**src/hw/mmii_regs.vh**
```
// Register map, field positions, reset values and clock division
// constants of the multi-master two-wire serial interface.
// Assumes a 32-bit Avalon-MM slave with byte addresses; each register
// sits in the low byte of one aligned word at four times its index.
`ifndef MMII_REGS_VH
`define MMII_REGS_VH

// Register indices; byte address is four times the index
`define MMII_IDX_CTRL      6'h0C
`define MMII_IDX_STAT      6'h0D
`define MMII_IDX_DATA      6'h0E
`define MMII_IDX_ADDR      6'h0F

// Control register fields
`define MMII_CTRL_ACKEN    7
`define MMII_CTRL_CLKSEL   6
`define MMII_CTRL_INTEN    5
`define MMII_CTRL_PEND     4
`define MMII_CTRL_PSC_HI   3

// Status register fields (bits 2..0 read only; any status write clears bit 3)
`define MMII_STAT_MST      7
`define MMII_STAT_TX       6
`define MMII_STAT_BUSY     5
`define MMII_STAT_SOE      4
`define MMII_STAT_ARBL     3
`define MMII_STAT_MATCH    2
`define MMII_STAT_GCALL    1
`define MMII_STAT_LRB      0

// Reset values
`define MMII_CTRL_RST      8'h00
`define MMII_STAT_RST      8'h00

// Quarter-period base dividers: fosc/16 and fosc/512, split in four
`define MMII_BASE_FAST     9'h003
`define MMII_BASE_SLOW     9'h07F

`endif

```
**src/hw/mmii_core.v**
```verilog
// Multi-master two-wire serial interface with Avalon-MM register access.
// Assumes open-drain pads outside: an enable high pulls the line low.
// Summary of operation
// - Works as master transmitter, master receiver, slave transmitter, slave receiver.
// - Rests in slave mode whenever idle.
// - Start is SDA falling while SCL high.
// - Stop is SDA rising while SCL high; only masters make them.
// - Entering master mode starts the transfer and drives SCL.
// - Busy set by start condition, cleared by next stop.
// - First byte is 7-bit address plus direction bit, 1 means read.
// - Master may issue repeated start with new address.
// - Bytes are 8 bits MSB first, each followed by acknowledge.
// - Acknowledge on ninth clock, always clocked by master.
// - Transmitter releases SDA on ninth clock, receiver pulls low.
// - Acknowledge enable bit 7 decides whether receiver acknowledges.
// - Transmitter holds SCL low until next byte written.
// - Receiver holds SCL low until received byte read.
// - Master sending high but seeing low loses arbitration.
// - After loss, SCL pulses continue only to end of byte.
// - Loss during address switches at once to slave receiver.
// - Unacknowledged address makes master stop and abandon transfer.
// - Master receiver ends read by not acknowledging last byte.
// - Four-bit prescaler field sets SCL frequency.
// - Own slave address register has no reset value.
// - Prescaler input is fosc/16 or fosc/512, chosen by bit 6.
// - Pending bit 4 sticks until written zero; bit 5 enables interrupt.
// - Received address compared with own address sets match status.
// - Status bit 4 gates data register writes; reads always allowed.
`timescale 1ns/10ps
`default_nettype none
`include "mmii_regs.vh"

module mmii_core (
	input  wire        clk,
	input  wire        nrst,
	input  wire [7:0]  avs_address,
	input  wire        avs_read,
	input  wire        avs_write,
	input  wire [31:0] avs_writedata,
	output wire [31:0] avs_readdata,
	output wire        avs_waitrequest,
	input  wire        scl_in,
	output wire        scl_out,
	output wire        scl_oe,
	input  wire        sda_in,
	output wire        sda_out,
	output wire        sda_oe,
	output wire        int_req
);

	localparam ST_IDLE   = 3'd0;
	localparam ST_MSTART = 3'd1;
	localparam ST_MBIT   = 3'd2;
	localparam ST_MWAIT  = 3'd3;
	localparam ST_MSTOP  = 3'd4;
	localparam ST_SBIT   = 3'd5;
	localparam ST_SWAIT  = 3'd6;

	reg  [2:0]  state_ff;
	reg  [1:0]  phase_ff;
	reg  [3:0]  bcnt_ff;
	reg  [7:0]  shift_ff;
	reg  [7:0]  own_ff;
	reg         ack_en_ff, clk_sel_ff, int_en_ff, pend_ff;
	reg  [3:0]  psc_ff;
	reg         mst_ff, tx_ff, busy_ff, soe_ff;
	reg         arbl_ff, match_ff, gc_ff, lrb_ff;
	reg         adr_ff, lost_ff;
	reg         scl_oe_ff, sda_oe_ff, int_ff;
	reg         wait_ff;
	reg  [7:0]  rdata_ff;
	reg  [7:0]  rmux;
	wire        nxt_wait;
	wire [5:0]  idx;
	wire        wr, rd, wr_ctrl, wr_stat, wr_data, wr_addr, rd_data;
	wire [7:0]  wd;
	wire        scl_s, sda_s, scl_rise, scl_fall, start_det, stop_det;
	wire        qt;
	wire        go_start, go_stop, resume;

	mmii_sync u_sync (
		.clk       (clk),
		.nrst      (nrst),
		.scl_in    (scl_in),
		.sda_in    (sda_in),
		.scl_s     (scl_s),
		.sda_s     (sda_s),
		.scl_rise  (scl_rise),
		.scl_fall  (scl_fall),
		.start_det (start_det),
		.stop_det  (stop_det)
	);

	mmii_presc u_presc (
		.clk     (clk),
		.nrst    (nrst),
		.clk_sel (clk_sel_ff),
		.psc     (psc_ff),
		.qtick   (qt)
	);

	// Bus decode; an access completes on the edge with waitrequest low
	assign idx      = avs_address[7:2];
	assign wd       = avs_writedata[7:0];
	assign wr       = avs_write & ~wait_ff;
	assign rd       = avs_read & ~wait_ff;
	assign wr_ctrl  = wr & (idx == `MMII_IDX_CTRL);
	assign wr_stat  = wr & (idx == `MMII_IDX_STAT);
	assign wr_data  = wr & (idx == `MMII_IDX_DATA) & soe_ff;
	assign wr_addr  = wr & (idx == `MMII_IDX_ADDR);
	assign rd_data  = rd & (idx == `MMII_IDX_DATA);
	assign nxt_wait = ~((avs_read | avs_write) & wait_ff);

	// Software commands: start and stop from a status write, resume from a data access
	assign go_start = wr_stat & wd[`MMII_STAT_MST] & wd[`MMII_STAT_BUSY];
	assign go_stop  = wr_stat & ~wd[`MMII_STAT_BUSY];
	assign resume   = tx_ff ? wr_data : rd_data;

	// Read mux; unmapped words read as zero
	always @* begin
		case (idx)
		`MMII_IDX_CTRL: rmux = {ack_en_ff, clk_sel_ff, int_en_ff,
			pend_ff, psc_ff};
		`MMII_IDX_STAT: rmux = {mst_ff, tx_ff, busy_ff, soe_ff,
			arbl_ff, match_ff, gc_ff, lrb_ff};
		`MMII_IDX_DATA: rmux = shift_ff;
		`MMII_IDX_ADDR: rmux = {own_ff[7:1], 1'b0};
		default:        rmux = 8'h00;
		endcase
	end

	// Bus handshake: one wait cycle, then the answer stands for one edge
	always @(posedge clk or negedge nrst) begin
		if (!nrst) begin
			wait_ff  <= 1'b1;
			rdata_ff <= 8'h00;
		end else begin
			wait_ff <= nxt_wait;
			if ((avs_read | avs_write) & wait_ff)
				rdata_ff <= rmux;
		end
	end

	// Own address has no reset, so software must load it before use
	always @(posedge clk) begin
		if (wr_addr)
			own_ff <= wd;
	end

	// Registers and bus state machine; later assignments win, so a
	// hardware set in the same cycle beats a software clear
	always @(posedge clk or negedge nrst) begin
		if (!nrst) begin
			{ack_en_ff, clk_sel_ff, int_en_ff, pend_ff, psc_ff}
				<= `MMII_CTRL_RST;
			{mst_ff, tx_ff, busy_ff, soe_ff, arbl_ff, match_ff,
				gc_ff, lrb_ff} <= `MMII_STAT_RST;
			state_ff  <= ST_IDLE;
			phase_ff  <= 2'd0;
			bcnt_ff   <= 4'd0;
			shift_ff  <= 8'h00;
			adr_ff    <= 1'b0;
			lost_ff   <= 1'b0;
			scl_oe_ff <= 1'b0;
			sda_oe_ff <= 1'b0;
			int_ff    <= 1'b0;
		end else begin
			int_ff <= pend_ff & int_en_ff;
			if (wr_ctrl) begin
				ack_en_ff  <= wd[`MMII_CTRL_ACKEN];
				clk_sel_ff <= wd[`MMII_CTRL_CLKSEL];
				int_en_ff  <= wd[`MMII_CTRL_INTEN];
				psc_ff     <= wd[`MMII_CTRL_PSC_HI:0];
				if (!wd[`MMII_CTRL_PEND])
					pend_ff <= 1'b0;
			end
			if (wr_stat) begin
				soe_ff  <= wd[`MMII_STAT_SOE];
				tx_ff   <= wd[`MMII_STAT_TX];
				arbl_ff <= 1'b0;
			end
			if (wr_data)
				shift_ff <= wd;
			// Busy follows the line, whoever drives it
			if (start_det)
				busy_ff <= 1'b1;
			else if (stop_det)
				busy_ff <= 1'b0;

			case (state_ff)
			ST_IDLE: begin
				mst_ff    <= 1'b0;
				scl_oe_ff <= 1'b0;
				sda_oe_ff <= 1'b0;
				if (go_start && !busy_ff) begin
					state_ff <= ST_MSTART;
					phase_ff <= 2'd0;
					mst_ff   <= 1'b1;
				end else if (start_det) begin
					state_ff <= ST_SBIT;
					bcnt_ff  <= 4'd0;
					adr_ff   <= 1'b1;
					tx_ff    <= 1'b0;
					match_ff <= 1'b0;
					gc_ff    <= 1'b0;
				end
			end
			// Also used for repeated start from a held-low clock
			ST_MSTART: if (qt) begin
				phase_ff <= phase_ff + 2'd1;
				case (phase_ff)
				2'd0: sda_oe_ff <= 1'b0;
				2'd1: scl_oe_ff <= 1'b0;
				2'd2: begin
					if (scl_s)
						sda_oe_ff <= 1'b1;
					else
						phase_ff <= 2'd2;
				end
				default: begin
					scl_oe_ff <= 1'b1;
					state_ff  <= ST_MBIT;
					bcnt_ff   <= 4'd0;
					adr_ff    <= 1'b1;
					lost_ff   <= 1'b0;
				end
				endcase
			end
			ST_MBIT: if (qt) begin
				phase_ff <= phase_ff + 2'd1;
				case (phase_ff)
				2'd0: begin
					if (bcnt_ff == 4'd8)
						sda_oe_ff <= ~tx_ff & ack_en_ff;
					else
						sda_oe_ff <= tx_ff & ~lost_ff
							& ~shift_ff[7];
				end
				2'd1: scl_oe_ff <= 1'b0;
				2'd2: begin
					// Wait out clock stretching before sampling
					if (!scl_s) begin
						phase_ff <= 2'd2;
					end else if (bcnt_ff == 4'd8) begin
						lrb_ff <= sda_s;
					end else begin
						shift_ff <= {shift_ff[6:0], sda_s};
						if (tx_ff && !lost_ff && shift_ff[7] && !sda_s) begin
							arbl_ff   <= 1'b1;
							sda_oe_ff <= 1'b0;
							lost_ff   <= 1'b1;
							if (adr_ff) begin
								state_ff <= ST_SBIT;
								mst_ff   <= 1'b0;
								tx_ff    <= 1'b0;
							end
						end
					end
				end
				default: begin
					scl_oe_ff <= 1'b1;
					if (bcnt_ff != 4'd8) begin
						bcnt_ff <= bcnt_ff + 4'd1;
					end else begin
						pend_ff <= 1'b1;
						bcnt_ff <= 4'd0;
						adr_ff  <= 1'b0;
						if (lost_ff) begin
							// Byte finished after a loss: let go of the bus
							state_ff  <= ST_IDLE;
							scl_oe_ff <= 1'b0;
						end else if (adr_ff && lrb_ff) begin
							state_ff <= ST_MSTOP;
							phase_ff <= 2'd0;
						end else begin
							state_ff <= ST_MWAIT;
							if (adr_ff)
								tx_ff <= ~shift_ff[0];
						end
					end
				end
				endcase
			end
			ST_MWAIT: begin
				phase_ff <= 2'd0;
				if (go_start)
					state_ff <= ST_MSTART;
				else if (go_stop)
					state_ff <= ST_MSTOP;
				else if (resume)
					state_ff <= ST_MBIT;
			end
			ST_MSTOP: if (qt) begin
				phase_ff <= phase_ff + 2'd1;
				case (phase_ff)
				2'd0: sda_oe_ff <= 1'b1;
				2'd1: scl_oe_ff <= 1'b0;
				2'd2: begin
					if (scl_s)
						sda_oe_ff <= 1'b0;
					else
						phase_ff <= 2'd2;
				end
				default: state_ff <= ST_IDLE;
				endcase
			end
			ST_SBIT: begin
				if (stop_det) begin
					state_ff  <= ST_IDLE;
					sda_oe_ff <= 1'b0;
				end else if (start_det) begin
					bcnt_ff   <= 4'd0;
					adr_ff    <= 1'b1;
					tx_ff     <= 1'b0;
					sda_oe_ff <= 1'b0;
				end else if (scl_rise) begin
					if (bcnt_ff == 4'd8)
						lrb_ff <= sda_s;
					else
						shift_ff <= {shift_ff[6:0], sda_s};
				end else if (scl_fall) begin
					if (bcnt_ff == 4'd7) begin
						bcnt_ff <= 4'd8;
						if (!adr_ff) begin
							sda_oe_ff <= ~tx_ff & ack_en_ff;
						end else if (shift_ff[7:1] == own_ff[7:1]) begin
							match_ff  <= 1'b1;
							sda_oe_ff <= ack_en_ff;
						end else if (shift_ff[7:1] == 7'h00) begin
							gc_ff     <= 1'b1;
							sda_oe_ff <= ack_en_ff;
						end else begin
							// Not for us: stay off the bus
							state_ff  <= ST_IDLE;
							sda_oe_ff <= 1'b0;
						end
					end else if (bcnt_ff == 4'd8) begin
						pend_ff   <= 1'b1;
						sda_oe_ff <= 1'b0;
						bcnt_ff   <= 4'd0;
						adr_ff    <= 1'b0;
						if (tx_ff && !adr_ff && lrb_ff) begin
							state_ff <= ST_IDLE;
						end else begin
							scl_oe_ff <= 1'b1;
							state_ff  <= ST_SWAIT;
							if (adr_ff)
								tx_ff <= shift_ff[0];
						end
					end else begin
						bcnt_ff   <= bcnt_ff + 4'd1;
						sda_oe_ff <= tx_ff & ~shift_ff[7];
					end
				end
			end
			ST_SWAIT: begin
				if (stop_det) begin
					state_ff  <= ST_IDLE;
					scl_oe_ff <= 1'b0;
				end else if (resume) begin
					scl_oe_ff <= 1'b0;
					sda_oe_ff <= tx_ff & ~wd[7];
					state_ff  <= ST_SBIT;
				end
			end
			default: state_ff <= ST_IDLE;
			endcase
		end
	end

	assign avs_readdata    = {24'h00_0000, rdata_ff};
	assign avs_waitrequest = wait_ff;
	assign scl_oe          = scl_oe_ff;
	assign sda_oe          = sda_oe_ff;
	assign scl_out         = 1'b0;
	assign sda_out         = 1'b0;
	assign int_req         = int_ff;

endmodule // mmii_core

`default_nettype wire

```
**src/hw/mmii_presc.v**
```verilog
// Serial clock prescaler: emits one pulse per quarter serial clock.
// Assumes control fields come from registers on the same clock.
`timescale 1ns/10ps
`default_nettype none
`include "mmii_regs.vh"

module mmii_presc (
	input  wire       clk,
	input  wire       nrst,
	input  wire       clk_sel,
	input  wire [3:0] psc,
	output wire       qtick
);

	reg  [8:0] base_ff;
	reg  [3:0] pcnt_ff;
	reg        qtick_ff;
	wire [8:0] base_lim;
	wire       base_tick;

	// Quarter of fosc/16 or fosc/512 keeps four phases per period
	assign base_lim  = clk_sel ? `MMII_BASE_SLOW : `MMII_BASE_FAST;
	assign base_tick = (base_ff >= base_lim);

	// Divide by prescaler plus one; four ticks make one serial clock
	always @(posedge clk or negedge nrst) begin
		if (!nrst) begin
			base_ff  <= 9'h000;
			pcnt_ff  <= 4'h0;
			qtick_ff <= 1'b0;
		end else begin
			qtick_ff <= 1'b0;
			base_ff  <= base_tick ? 9'h000 : base_ff + 9'h001;
			if (base_tick) begin
				if (pcnt_ff >= psc) begin
					pcnt_ff  <= 4'h0;
					qtick_ff <= 1'b1;
				end else begin
					pcnt_ff <= pcnt_ff + 4'h1;
				end
			end
		end
	end

	assign qtick = qtick_ff;

endmodule // mmii_presc

`default_nettype wire

```
**src/hw/mmii_sync.v**
```verilog
// Two-flop synchronisers for the bus pins plus start, stop and clock
// edge detectors. Assumes asynchronous pins and one system clock.
`timescale 1ns/10ps
`default_nettype none

module mmii_sync (
	input  wire       clk,
	input  wire       nrst,
	input  wire       scl_in,
	input  wire       sda_in,
	output wire       scl_s,
	output wire       sda_s,
	output wire       scl_rise,
	output wire       scl_fall,
	output wire       start_det,
	output wire       stop_det
);

	reg  [1:0] meta_ff;
	reg  [1:0] sync_ff;
	reg  [1:0] prev_ff;
	reg  [3:0] det_ff;

	// First stage feeds only the second; detectors look at later stages
	always @(posedge clk or negedge nrst) begin
		if (!nrst) begin
			meta_ff <= 2'h3;
			sync_ff <= 2'h3;
			prev_ff <= 2'h3;
			det_ff  <= 4'h0;
		end else begin
			meta_ff <= {scl_in, sda_in};
			sync_ff <= meta_ff;
			prev_ff <= sync_ff;
			det_ff[0] <= prev_ff[1] & sync_ff[1] & prev_ff[0]
				& ~sync_ff[0];
			det_ff[1] <= prev_ff[1] & sync_ff[1] & ~prev_ff[0]
				& sync_ff[0];
			det_ff[2] <= ~prev_ff[1] & sync_ff[1];
			det_ff[3] <= prev_ff[1] & ~sync_ff[1];
		end
	end

	assign scl_s     = prev_ff[1];
	assign sda_s     = prev_ff[0];
	assign start_det = det_ff[0];
	assign stop_det  = det_ff[1];
	assign scl_rise  = det_ff[2];
	assign scl_fall  = det_ff[3];

endmodule // mmii_sync

`default_nettype wire

```
**config.mk**
```make
export PLATFORM = sky130hd
export DESIGN_NAME = mmii_core
export DESIGN_NICKNAME = d
export VERILOG_FILES = /design/src/hw/mmii_core.v /design/src/hw/mmii_presc.v /design/src/hw/mmii_sync.v
export VERILOG_INCLUDE_DIRS = /design/src /design/src/hw
export SDC_FILE = /design/constraint.sdc
export NUM_CORES = 1
export LEC_CHECK = 0
export BUFFER_PORTS_ARGS = -buffer_cell sky130_fd_sc_hd__buf_2
export CORE_MARGIN = 4
export CORE_UTILIZATION = 61
export DETAILED_ROUTE_END_ITERATION = 7
export MAX_ROUTING_LAYER = met4
export PLACE_DENSITY_LB_ADDON = 0.25
export SLEW_MARGIN = 20
export SYNTH_ARGS = -nofsm -noshare
export SYNTH_HDL_FRONTEND = slang
export SYNTH_SLANG_ARGS = --single-unit
export TNS_END_PERCENT = 10
```
**constraint.sdc**
```tcl
create_clock -name clk -period 3.49 [get_ports clk]
set_input_delay 0.1745 -clock clk [delete_from_list [all_inputs] [get_ports clk]]
set_output_delay 0.1745 -clock clk [all_outputs]
set_load 0.05 [all_outputs]
```
=== Word-level counts from Yosys, hierarchy flattened ===
Cells that the tools add are included.

* Add/sub/neg operators: 4
* Bitwise gates (word level): 38
* Shifts and indexed selects: 0
* Reductions and logical operators: 37
* Equality and inequality tests: 77
* Multiplexer cells: 213
* Magnitude comparators: 2
* Div/mod/pow operators: 0
* $mul: 0

{| class="wikitable"
|+ Operators with widths
! cell !! number
|-
| $mux 1 || 129
|-
| $mux 3 || 29
|-
| $mux 8 || 8
|-
| $mux 4 || 14
|-
| $ne 2x2->1 const B || 26
|-
| $pmux 8 s4 || 1
|-
| $ne 3x2->1 const B || 9
|-
| $and 1x1->1 || 25
|-
| $eq 6x4->1 const B || 4
|-
| $ne 3x3->1 const B || 8
|-
| $pmux 1 s2 || 12
|-
| $pmux 3 s7 || 1
|-
| $reduce_and 21->1 || 1
|-
| $reduce_and 10->1 || 2
|-
| $ne 2x1->1 const B || 9
|-
| $mux 2 || 8
|-
| $ne 4x3->1 const B || 4
|-
| $pmux 4 s4 || 1
|-
| $pmux 8 s2 || 1
|-
| $reduce_and 16->1 || 1
|-
| $reduce_and 15->1 || 1
|-
| $reduce_and 7->1 || 2
|-
| $reduce_and 13->1 || 1
|-
| $ne 4x4->1 const B || 3
|-
| 38 further kinds || 71
|}

* Bits in latches: 0
* Flip-flop bits (word level): 79
* RAM bits: 0
* Memories: 0
* Input port bits: 46
* ROM bits: 0

=== Depth between registers and ports, before layout ===
Gate-level depths: netlist of the first run.

* Word-level depth: 13
* Depth in mapped cells: 9
* Gate-level depth less buffers: 8

=== Cells and area by module ===
A second synthesis of the first run with hierarchy kept.

* Cell total of the unflattened synthesis: 482
* Area total of the unflattened synthesis: 4867.2 um2

{| class="wikitable"
|+ By module, submodules not included
! module !! instances !! sequential area each (um2) !! area an instance (um2) !! cells each
|-
| mmii_core || 1 || 1387.6 || 3736.1 || 388
|-
| mmii_presc || 1 || 350.3 || 838.3 || 80
|-
| mmii_sync || 1 || 257.7 || 292.8 || 14
|}

=== Worst setup path after synthesis of the first run ===
No wires, ideal clock.

* Kind: register -> register
* Start: register phase_ff[0]
* End: register lrb_ff
* Period minus slack after synthesis: 2.147 ns
* Stages on the path, launching flop included: 8
* Setup time: 0.125 ns
* Arrival time: 2.022 ns
* Setup slack: 1.343 ns
* Cells stage by stage: dfrtp_1 > inv_1 > ha_1 > clkbuf_1 > nand3_1 > or2_2 > a211oi_1 > mux2_2

* Longest elaborated chain between the ends: 3

{| class="wikitable"
|+ Ends and longest elaborated chain
! what !! RTL line !! text
|-
| from (decl) || mmii_core.v:60 || <nowiki>reg [1:0] phase_ff;</nowiki>
|-
| from (signal assigned) || mmii_core.v:210 || <nowiki>phase_ff <= phase_ff + 2'd1;</nowiki>
|-
| from (signal assigned) || mmii_core.v:230 || <nowiki>phase_ff <= phase_ff + 2'd1;</nowiki>
|-
| from (signal assigned) || mmii_core.v:294 || <nowiki>phase_ff <= phase_ff + 2'd1;</nowiki>
|-
| $eq 2x2->1 || mmii_core.v:231 || <nowiki>case (phase_ff)</nowiki>
|-
| $ne 2x2->1 (no source line) || -- ||
|-
| $reduce_and 7->1 (no source line) || -- ||
|-
| to (signal assigned) || mmii_core.v:157 || <nowiki>gc_ff, lrb_ff} <= `MMII_STAT_RST;</nowiki>
|-
| to (signal assigned) || mmii_core.v:245 || <nowiki>lrb_ff <= sda_s;</nowiki>
|-
| to (signal assigned) || mmii_core.v:318 || <nowiki>lrb_ff <= sda_s;</nowiki>
|-
| to (decl) || mmii_core.v:67 || <nowiki>reg arbl_ff, match_ff, gc_ff, lrb_ff;</nowiki>
|}

Every way passes these cells.
A chain may end at the register's enable or synchronous reset.

=== Worst setup path in the final report of the first run ===
* Start: register state_ff[0]
* End: register lrb_ff

* Longest elaborated chain between the ends: 3
* Elaborated cells on any way between the ends: 11
* Those cells by class: eq/ne (8); mux (1); reduce/logical (2)

{| class="wikitable"
|+ Ends and longest elaborated chain
! what !! RTL line !! text
|-
| from (decl) || mmii_core.v:59 || <nowiki>reg [2:0] state_ff;</nowiki>
|-
| from (signal assigned) || mmii_core.v:158 || <nowiki>state_ff <= ST_IDLE;</nowiki>
|-
| from (signal assigned) || mmii_core.v:196 || <nowiki>state_ff <= ST_MSTART;</nowiki>
|-
| from (signal assigned) || mmii_core.v:200 || <nowiki>state_ff <= ST_SBIT;</nowiki>
|-
| $eq 3x3->1 or $eq 3x2->1 (tied branches) || mmii_core.v:190 || <nowiki>case (state_ff)</nowiki>
|-
| $ne 2x1->1 (no source line), or another cell as far along || -- ||
|-
| $reduce_and 7->1 (no source line) || -- ||
|}

Parallel ways exist; a longest one is shown, timed or not.

==> results of run 1 <==
stage by stage:
| step | hold WS [ns] | area [µm²] |
|---|---|---|
| final | 0.01521 | 5165 |
| after global routing | 0.008944 | 5165 |
| after CTS | 0.008885 | 5152 |
| after detailed placement | 0.2807 | 4936 |
| after global placement | 0.2803 | 4936 |
| after floorplan | -0.1211 | 4985 |
how the worst min path moves through the flow:
stage                                start                          end  slack [ns]  depth (start not counted)
after floorplan                       nrst        ack_en_ff$_DFFE_PN0N_       -0.12                          0
after global placement              scl_in  u_sync.meta_ff[1]$_DFF_PN1_        0.28                          1
after detailed placement            scl_in  u_sync.meta_ff[1]$_DFF_PN1_        0.28                          1
after CTS                 avs_writedata[2]          own_ff[2]$_DFFE_PP_       0.009                          1
after global routing      avs_writedata[1]          own_ff[1]$_DFFE_PP_       0.009                          1
final                     avs_writedata[3]          own_ff[3]$_DFFE_PP_        0.02                          1
area by class of cell:
class / instances / area [µm²]
clock buffer: 10 / 127.6
clock inverter: 6 / 68.82
fill: 656 / 2603
inverter: 17 / 63.81
multi-input combinational: 356 / 2571
sequential: 78 / 1996
tap: 102 / 127.6
timing repair buffer: 37 / 210.2
power breakdown:
part           leakage (nW)  internal [mW]  switching, mW
logic                  1.19          0.552          0.764
clock network        0.0973          0.336          0.364
registers             0.945           1.05          0.249
what timing repair did:
action / 4_1_cts / 5_1_grt
endpoints found under the setup margin: 0 / 0
endpoints found under the hold margin: 2 / 41
hold buffers: 2 / 1
gates resized for setup: 0 / 0
worst max-delay path, stage by stage (launching register included):
cell and delay (ns):
dfrtp_1 0.80, and2b_1 0.35, nand2_1 0.18, nor2_1 0.38
nand2_1 0.10, a211oi_1 0.28, mux2_2 0.36
state kept, by name, indices dropped and copies added, names as in the netlist, 2 cells and up:
register / count
bcnt_ff: 4
own_ff: 7
state_ff: 3
u_sync.det_ff: 4
u_sync.meta_ff: 2
shift_ff: 8
psc_ff: 4
rdata_ff: 8
u_presc.base_ff: 9
u_presc.pcnt_ff: 4
u_sync.sync_ff: 2
u_sync.prev_ff: 2
phase_ff: 2
routing by layer:
layer  vias up  GRT usage  part of all wire
met5         -          -                 0
met4         0    0.08307             0.015
met3        15    0.03518             0.069
met2       150     0.3695              0.48
met1      1808     0.3347              0.44
li1       1737          -                 -
layout by cell type (no fill, tap or decap), drive strengths merged, types with 11 or more instances in the layout:
master,instances
dfrtp,64
nor2,39
buf,34
conb,27
a21oi,27
o21ai,26
nand3,20
inv,19
nand2,19
ha,17
mux2,14
mux2i,13
xor2,12
nor3,11
a22o,11
cells by family (layout without fill, tap and decap cells):
kind of cell / count (synthesis) / in the layout / share of synthesized area
muxes: 34 / 34 / 0.09268
other: 1 / 27 / 0.0007673
buffers and inverters: 61 / 70 / 0.08551
and+or+nand+nor: 148 / 148 / 0.1779
adders and majority gates: 18 / 18 / 0.04557
DFF: 78 / 78 / 0.4083
xor gates and xnor gates: 14 / 14 / 0.02509
AOI/OAI and AO/OA: 115 / 115 / 0.1641
==> out/qor.txt, run 1 <==
Setup-failing EPs final = 0
Final WS setup = 0.9189 ns
Final Skew = 0.01347 ns
Max-Cap Viols = 0
Share of cells above drive strength 1 = 0.1885
Top post-synthesis cells by area = dfrtp_1 (33%), ha_1 (4.4%), buf_4 (4.3%)
Largest net degree at the start of global routing = 48
Total setup buffers inserted after CTS = 0
Setup CP Type = flop to flop
DIE HEIGHT = 97.51 µm
Least-Margin Pin Slew = 0.8087 ns
Slew HR = 0.4608
Clk_lat worst skew = 0.36 ns
GP Congestion = 0.9280
Initial core utilization = 0.6292
Die X-Extent = 97.51 µm
Via count = 3710
I/O pin total = 84
Total GRT Usage = 0.2425
Final antenna diode count = 0
Post-DR vias/cell = 6.122
DRC = 0
Post-synthesis async set-or-reset flop share = 0.9103
Most common flop cell mapped by yosys = dfrtp_1
Launch point of the worst path = state_ff[0]$_DFFE_PN0P_
Area Overhead vs Synth = 5.683%
Placed Cells = 587
IO Port Bufs = 31
Antenna violations before repair = 0
WP data required = 3.73 ns
Number of distinct library cells after synthesis = 84
R2R Path Start = state_ff[0]$_DFFE_PN0P_
Die ar. = 9508 µm²
Final worst path period share = 0.7367
Pre-CTS WS = 0.9913 ns
Most frequent cell after synthesis = dfrtp_1
Reg clk slew, reported paths = 0.09 ns
Max-slew violation count = 0
H-tree depth = 3
Fmax achieved = 388.9 MHz
Post-route antenna net violation count = 0
Core box area = 7767 µm²
Cell leakage power = 2.234 nW
# clock sinks = 78
First-pass GRT wire length = 18250 µm
Top cell types by occurrence after synthesis = dfrtp_1 (64), nor2_1 (38), buf_4 (28)
Hold/Removal Path Class = input port to flop
VDD IR-drop max = 0.3307 mV
DRT Pass-1 Iters = 5
Post-Route Utilization = 0.6649
CTS Buffer Depth = 2
CP Max Fanout = 21
CTS tree = done
Unrepaired setup endpoints after global routing = no
CTS Root Cell = clkbuf_8
Critical R2R Capture = lrb_ff$_DFFE_PN0P_
Final WL = 10810 µm
Synthesized area per cell = 10.42 µm²
Hold Fails Final Rpt = 0
PD cells = 641.9 nW/µm²
Startpoint Class = flop
Crit end category = flop
Vias in the first global route = 3679
DRT iter0 DRCs = 319
Nets = 562
Total power draw = 3.315 mW
Seq cells post-synth = 78
DR WL/cell = 17.84 µm
Post-synth EDFFs = 7
Outcome = complete, no violations
Crit path to = lrb_ff$_DFFE_PN0P_
DP HPWL = 7884 µm
Post-layout minimum cycle time = 2.571 ns
Seq/Total Area, Yosys = 0.4083
Worst EP arrival = 2.81 ns
Syn. warnings = 0
Row count = 32
Setup TNS = 0 ns
Reg2reg path depth = 6
Post-synth top area share = 0.3277
TritonCTS Buffers = 9
Mapped Area = 4887 µm²
Cell Count, Final, Fillers Out = 606
Overflow after GRT = 0
Post-synth top area cell = dfrtp_1
Cells after Synth = 469
Setup slack, reg-to-reg = 0.92 ns
No activity file was read; power rests on OpenSTA's default activity.
==> run 2, diff against run 1 <==
CORE_UTILIZATION = 51   (was 61)
clock period = 2.3 ns   (was 3.49 ns; I/O delays follow)
==> run 2 against run 1 <==
Against the previous run: non-clock buffer count increased by 43; final area is 7.8% higher; highest routed layer unchanged; sequential share of layout area down 2.8 points; global-route usage is 2.2 points lower; critical endpoint is now scl_oe$_DFFE_PN0P_.
==> out/qor.txt, run 2 (synthesized netlist as in run 1, its figures left out) <==
Area Overhead vs Synth = 13.95%
Max FFs per register = 9
Most common library cell in the layout ignoring fill and taps = dfrtp_1
Most frequent cells in the layout = dfrtp_1 (63), buf_4 (40), nor2_1 (38)
Antenna violations before repair = 1
Slew HR = 0.5429
Crit end category = flop
Cell leakage power = 2.454 nW
Filler cells = 821
Fmax achieved = 455.2 MHz
Largest Register = u_presc.base_ff
Post-route antenna net violation count = 0
CTS Root Cell = clkbuf_8
Pre-CTS WS = 0.005777 ns
Worst Hold Slack = 0.02295 ns
TritonCTS Buffers = 9
Unrepaired setup endpoints after global routing = yes
H-tree depth = 3
Final WL = 11640 µm
CP top delay family = simple AND/OR/NAND/NOR gates
Setup TNS = 0 ns
CTS tree = done
Hold Fails Final Rpt = 0
GP Congestion = 0.9977
IO Port Bufs = 31
Registers with the most flip-flops = u_presc.base_ff x9, rdata_ff x8, shift_ff x8
Clk_lat worst skew = 0.36 ns
Crit-path cells = inv_1 -> ha_2 -> nand3b_4 -> or3_1 -> nor4_2 -> a21oi_1 -> a211oi_1 -> mux2_1
Max-Cap Viols = 0
Total GRT Usage = 0.2200
Dpl cell area = 5268 µm²
Post-layout minimum cycle time = 2.197 ns
Crit-path slowest cell = dfrtp_1
First-pass GRT wire length = 19220 µm
Total power draw = 5.416 mW
Outcome = complete, no violations
DRT iter0 DRCs = 239
Die X-Extent = 105.9 µm
Core box area = 9284 µm²
CP Max Fanout = 5
VDD IR-drop max = 0.3913 mV
Post-route design area = 5569 µm²
Final Skew = 0.01496 ns
DRT Pass-1 Iters = 5
Least-Margin Pin Slew = 0.6811 ns
Post-Route Utilization = 0.5999
Setup slack, reg-to-reg = 0.10 ns
Initial core utilization = 0.5264
Setup CP Type = flop to flop
WP buf/inv = 1
Placed Cells = 652
DR WL/cell = 17.19 µm
WP data required = 2.54 ns
Max-slew violation count = 0
Cell Count, Final, Fillers Out = 677
Overflow after GRT = 0
Multi-input gate area = 2586 µm²
Nets = 605
Worst EP arrival = 2.44 ns
Final WS setup = 0.1030 ns
CTS Buffer Depth = 2
# clock sinks = 78
Hold/Removal Path Class = input port to flop
Register Area = 1997 µm²
DRC = 0
PD cells = 972.5 nW/µm²
Final worst path period share = 0.9552
I/O pin total = 84
Vias in the first global route = 3716
Largest net degree at the start of global routing = 50
Setup-failing EPs final = 0
Total setup buffers inserted after CTS = 0
Startpoint Class = flop
CP peak stage delay = 0.42 ns
Via count = 3826
DP HPWL = 8899 µm
Reg clk slew, reported paths = 0.09 ns
Die ar. = 11210 µm²
Share of cells above drive strength 1 = 0.2523
Post-DR vias/cell = 5.651
DIE HEIGHT = 105.9 µm
Row count = 35
==> run 2: final timing paths <==
path                                             startpoint  cells after the start                     endpoint
worst min register to register  u_sync.meta_ff[1]$_DFF_PN1_                      0  u_sync.sync_ff[1]$_DFF_PN1_
worst max-delay path                 bcnt_ff[0]$_DFFE_PN0P_                      8           scl_oe$_DFFE_PN0P_
min in group asynchronous                              nrst                      2           adr_ff$_DFFE_PN0P_
worst min-delay path                       avs_writedata[0]                      2        psc_ff[0]$_DFFE_PN0N_
worst max register to register       bcnt_ff[0]$_DFFE_PN0P_                      8           scl_oe$_DFFE_PN0P_
max in group asynchronous                              nrst                      3  u_sync.meta_ff[0]$_DFF_PN1_
==> run 2: worst reg2reg max path: cells and delay by family (launching register included) <==
family / cells / cell delay [ns]
DFF: 1 / 0.42
and+or+nand+nor: 3 / 0.67
muxes: 1 / 0.35
AOI/OAI and AO/OA: 2 / 0.36
adders and majority gates: 1 / 0.22
buffers and inverters: 1 / 0.08
==> run 2: area by class of cell <==
| type | count | share of cell area |
|---|---|---|
| diodes | 1 | 0.0004493 |
| clock buffers | 9 | 0.02224 |
| clock inverters | 7 | 0.01415 |
| inverters | 17 | 0.01146 |
| multi-input cells | 356 | 0.4644 |
| flip-flops and latches | 78 | 0.3586 |
| well taps | 129 | 0.02898 |
| repair buffers | 80 | 0.09975 |
==> run 2: layer usage <==
metal | wire [µm] | part of all wire | vias to the layer above | GRT usage
li1 | - | - | 1822 | -
met1 | 5323 | 0.46 | 1872 | 0.2991
met2 | 5555 | 0.48 | 110 | 0.3484
met3 | 597 | 0.051 | 22 | 0.03704
met4 | 163 | 0.014 | 0 | 0.05273
met5 | 0 | 0 | - | -
==> run 2: what timing repair did <==
| item | in CTS | in global routing |
|---|---|---|
| setup endpoints to repair | 1 | 13 |
| gates resized for setup | 1 | 3 |
| pin swaps | 0 | 0 |
| endpoints found under the hold margin | 28 | 0 |
| gates cloned | 0 | 0 |
| hold buffers | 8 | 0 |
==> run 2: power breakdown <==
group	switching, mW	leakage [nW]	internal (mW)
logic	1.36	1.40	1.10
clock network	0.569	0.106	0.518
registers	0.269	0.944	1.60
total	2.20	2.45	3.22
==> run 3, diff against run 2 <==
SYNTH_HIERARCHICAL = 1   (was not set)
==> run 3 against run 2 <==
Against the previous run: total power shrank 2.5%; clock power shrank 12%; maximum frequency shrank 4.6%; worst setup slack lost 0.11 ns; critical path type unchanged; the run now ends with setup timing left; clock skew shrank 0.0020 ns; hold slack gained 0.0027 ns; sequential power is essentially flat; largest cell class unchanged; via count grew 2.8%; area after synthesis shrank 0.41%; routed wire length grew 1.7%; combinational power is essentially flat.
==> out/qor.txt, run 3 <==
Final WL = 11840 µm
Least-Margin Pin Slew = 0.7229 ns
Hold/Removal Path Class = input port to flop
Worst EP arrival = 2.55 ns
DRC = 0
DP HPWL = 8882 µm
Final Skew = 0.01295 ns
Row count = 35
Unrepaired setup endpoints after global routing = yes
Fmax achieved = 434.4 MHz
CTS Root Cell = clkbuf_8
DRT iter0 DRCs = 280
Hold Fails Final Rpt = 0
Post-synth EDFFs = 7
Final antenna diode count = 0
Die X-Extent = 105.7 µm
Post-synth top area cell = dfrtp_1
TritonCTS Buffers = 9
Placed Cells = 658
Nets = 612
Core box area = 9284 µm²
CP Max Fanout = 3
Setup CP Type = flop to flop
Multi-input gate area = 2641 µm²
Setup TNS = -0.002124 ns
Post-layout minimum cycle time = 2.302 ns
WP data required = 2.55 ns
Dpl cell area = 5293 µm²
Most common flop cell mapped by yosys = dfrtp_1
Seq cells post-synth = 78
Crit end category = flop
Die ar. = 11170 µm²
Post-DR vias/cell = 5.757
Seq/Total Area, Yosys = 0.4100
PD cells = 943.9 nW/µm²
# clock sinks = 78
I/O pin total = 84
Post-synthesis async set-or-reset flop share = 0.9103
Via count = 3932
Startpoint Class = flop
Met3 WL = 671 µm
Metal2 WL = 5757 µm
Most common library cell in the layout ignoring fill and taps = dfrtp_1
Vias in the first global route = 3833
Synthesized area per cell = 10.10 µm²
Max FFs per register = 9
Cell leakage power = 2.405 nW
Final WS setup = -0.002124 ns
Post-route antenna net violation count = 0
Reg clk slew, reported paths = 0.09 ns
Wl on met1 = 5265 µm
Filler cells = 817
Slew HR = 0.5163
Clk_lat worst skew = 0.36 ns
Antenna violations before repair = 0
Mapped Area = 4867 µm²
Most frequent cell after synthesis = dfrtp_1
Register Area = 1997 µm²
Registers with the most flip-flops = u_presc/base_ff x9, rdata_ff x8, shift_ff x8
Overflow after GRT = 0
Top Layer Used = met4
Max-slew violation count = 0
Cell Count, Final, Fillers Out = 683
Area Overhead vs Synth = 14.96%
Number of distinct library cells after synthesis = 74
Top cell types by occurrence after synthesis = dfrtp_1 (64), nor2_1 (38), nand2_1 (35)
DIE HEIGHT = 105.7 µm
Failing checks = setup timing
Setup-failing EPs final = 1
Max-Cap Viols = 0
CTS Buffer Depth = 2
DR WL/cell = 17.33 µm
Post-synth top area share = 0.3290
Largest net degree at the start of global routing = 48
Share of cells above drive strength 1 = 0.2455
Final worst path period share = 1.001
Cells after Synth = 482
GP Congestion = 0.9465
Largest Register = u_presc/base_ff
IO Port Bufs = 31
CTS tree = done
Post-route design area = 5595 µm²
Initial core utilization = 0.5243
First-pass GRT wire length = 19620 µm
Total GRT Usage = 0.2252
Syn. warnings = 6
Most frequent cells in the layout = dfrtp_1 (63), buf_4 (40), nor2_1 (38)
Top post-synthesis cells by area = dfrtp_1 (33%), ha_1 (4.4%), edfxtp_1 (4.3%)
VDD IR-drop max = 0.4186 mV
Outcome = finished with violations
H-tree depth = 3
DRT Pass-1 Iters = 5
## run 3: cell count changes after synthesis, moves of 4 or more
cell      change
o21ai_0       -7
nor3_1        -6
nor2b_1       +5
a21o_1        -4
nand2_1      +18
nand3b_1      +6
a31oi_1       +5
o22ai_1       +4
o221ai_1      +4
nand3_1       -7
buf_2         +5
a21oi_1       -5
clkbuf_1      +6
## run 3: layout make-up
cell class | instances | area share
multi-input combinational | 364 | 0.4720
sequential | 78 | 0.3569
timing repair buffer | 80 | 0.09928
tap | 129 | 0.02885
clock buffer | 10 | 0.02281
inverter | 16 | 0.01073
clock inverter | 6 | 0.009392
## run 3: per-stage QoR
stage	hold WS, ns	utilization	setup WS [ns]	power, mW
after global placement	0.1602	0.5701	0.02249	4.172
after global routing	0.02213	0.6027	-0.08475	5.654
after floorplan	-0.1806	-	0.05471	3.525
after detailed placement	0.1518	0.5701	-0.01335	4.231
after CTS	0.01746	0.5981	0.01256	5.211
final	0.02562	0.6027	-0.002124	5.281
## run 3: report_power, final
group          internal, mW  switching [mW]  total, mW
sequential             1.59           0.285       1.88
clock                 0.412           0.544      0.956
combinational          1.11            1.34       2.45
## run 3: logic make-up after synthesis
logic type / share of synthesized area
multiplexers: 0.09589
other: 0.001543
flip-flops: 0.4100
buffers and inverters: 0.07352
XOR/XNOR: 0.02519
AND/OR/NAND/NOR: 0.1913
AO/OA/AOI/OAI: 0.1548
adder cells (fa/ha/maj): 0.04781
## run 3: critical path, stage by stage (launching register included)
cell and delay (ns):
dfrtp_1 0.39, inv_2 0.06, ha_4 0.15, and3b_2 0.22, nor4_4 0.16, a31oi_1 0.14, o31a_1 0.35, nor4_4 0.37
mux2_1 0.36
## run 3: path summary, 6_finish.rpt
kind	startpoint	end	slack (ns)	cells past startpoint
max	bcnt_ff[1]$_DFFE_PN0P_	state_ff[2]$_DFFE_PN0P_	-0.002	8
min	avs_writedata[0]	psc_ff[0]$_DFFE_PN0N_	0.03	2
max reg2reg	bcnt_ff[1]$_DFFE_PN0P_	state_ff[2]$_DFFE_PN0P_	-0.002	8
min reg2reg	u_sync/meta_ff[1]$_DFF_PN1_	u_sync/sync_ff[1]$_DFF_PN1_	0.36	0
max in group asynchronous	nrst	u_sync/sync_ff[0]$_DFF_PN1_	1.28	3
min in group asynchronous	nrst	rdata_ff[5]$_DFFE_PN0P_	0.29	2
## run 3: per-layer routing
layer | global-route usage | vias to the layer above
li1 | - | 1849
met1 | 0.2953 | 1925
met2 | 0.3634 | 142
met3 | 0.04287 | 16
met4 | 0.05550 | 0
met5 | - | -
## run 3: repair_timing
item                       4_1_cts  5_1_grt
hold endpoints to repair        30        0
buffers inserted                 0        1
pin swaps                        1        4
hold buffers                     8        0
cloned                           0        0
gates resized for setup          0       12
setup endpoints to repair        3        8
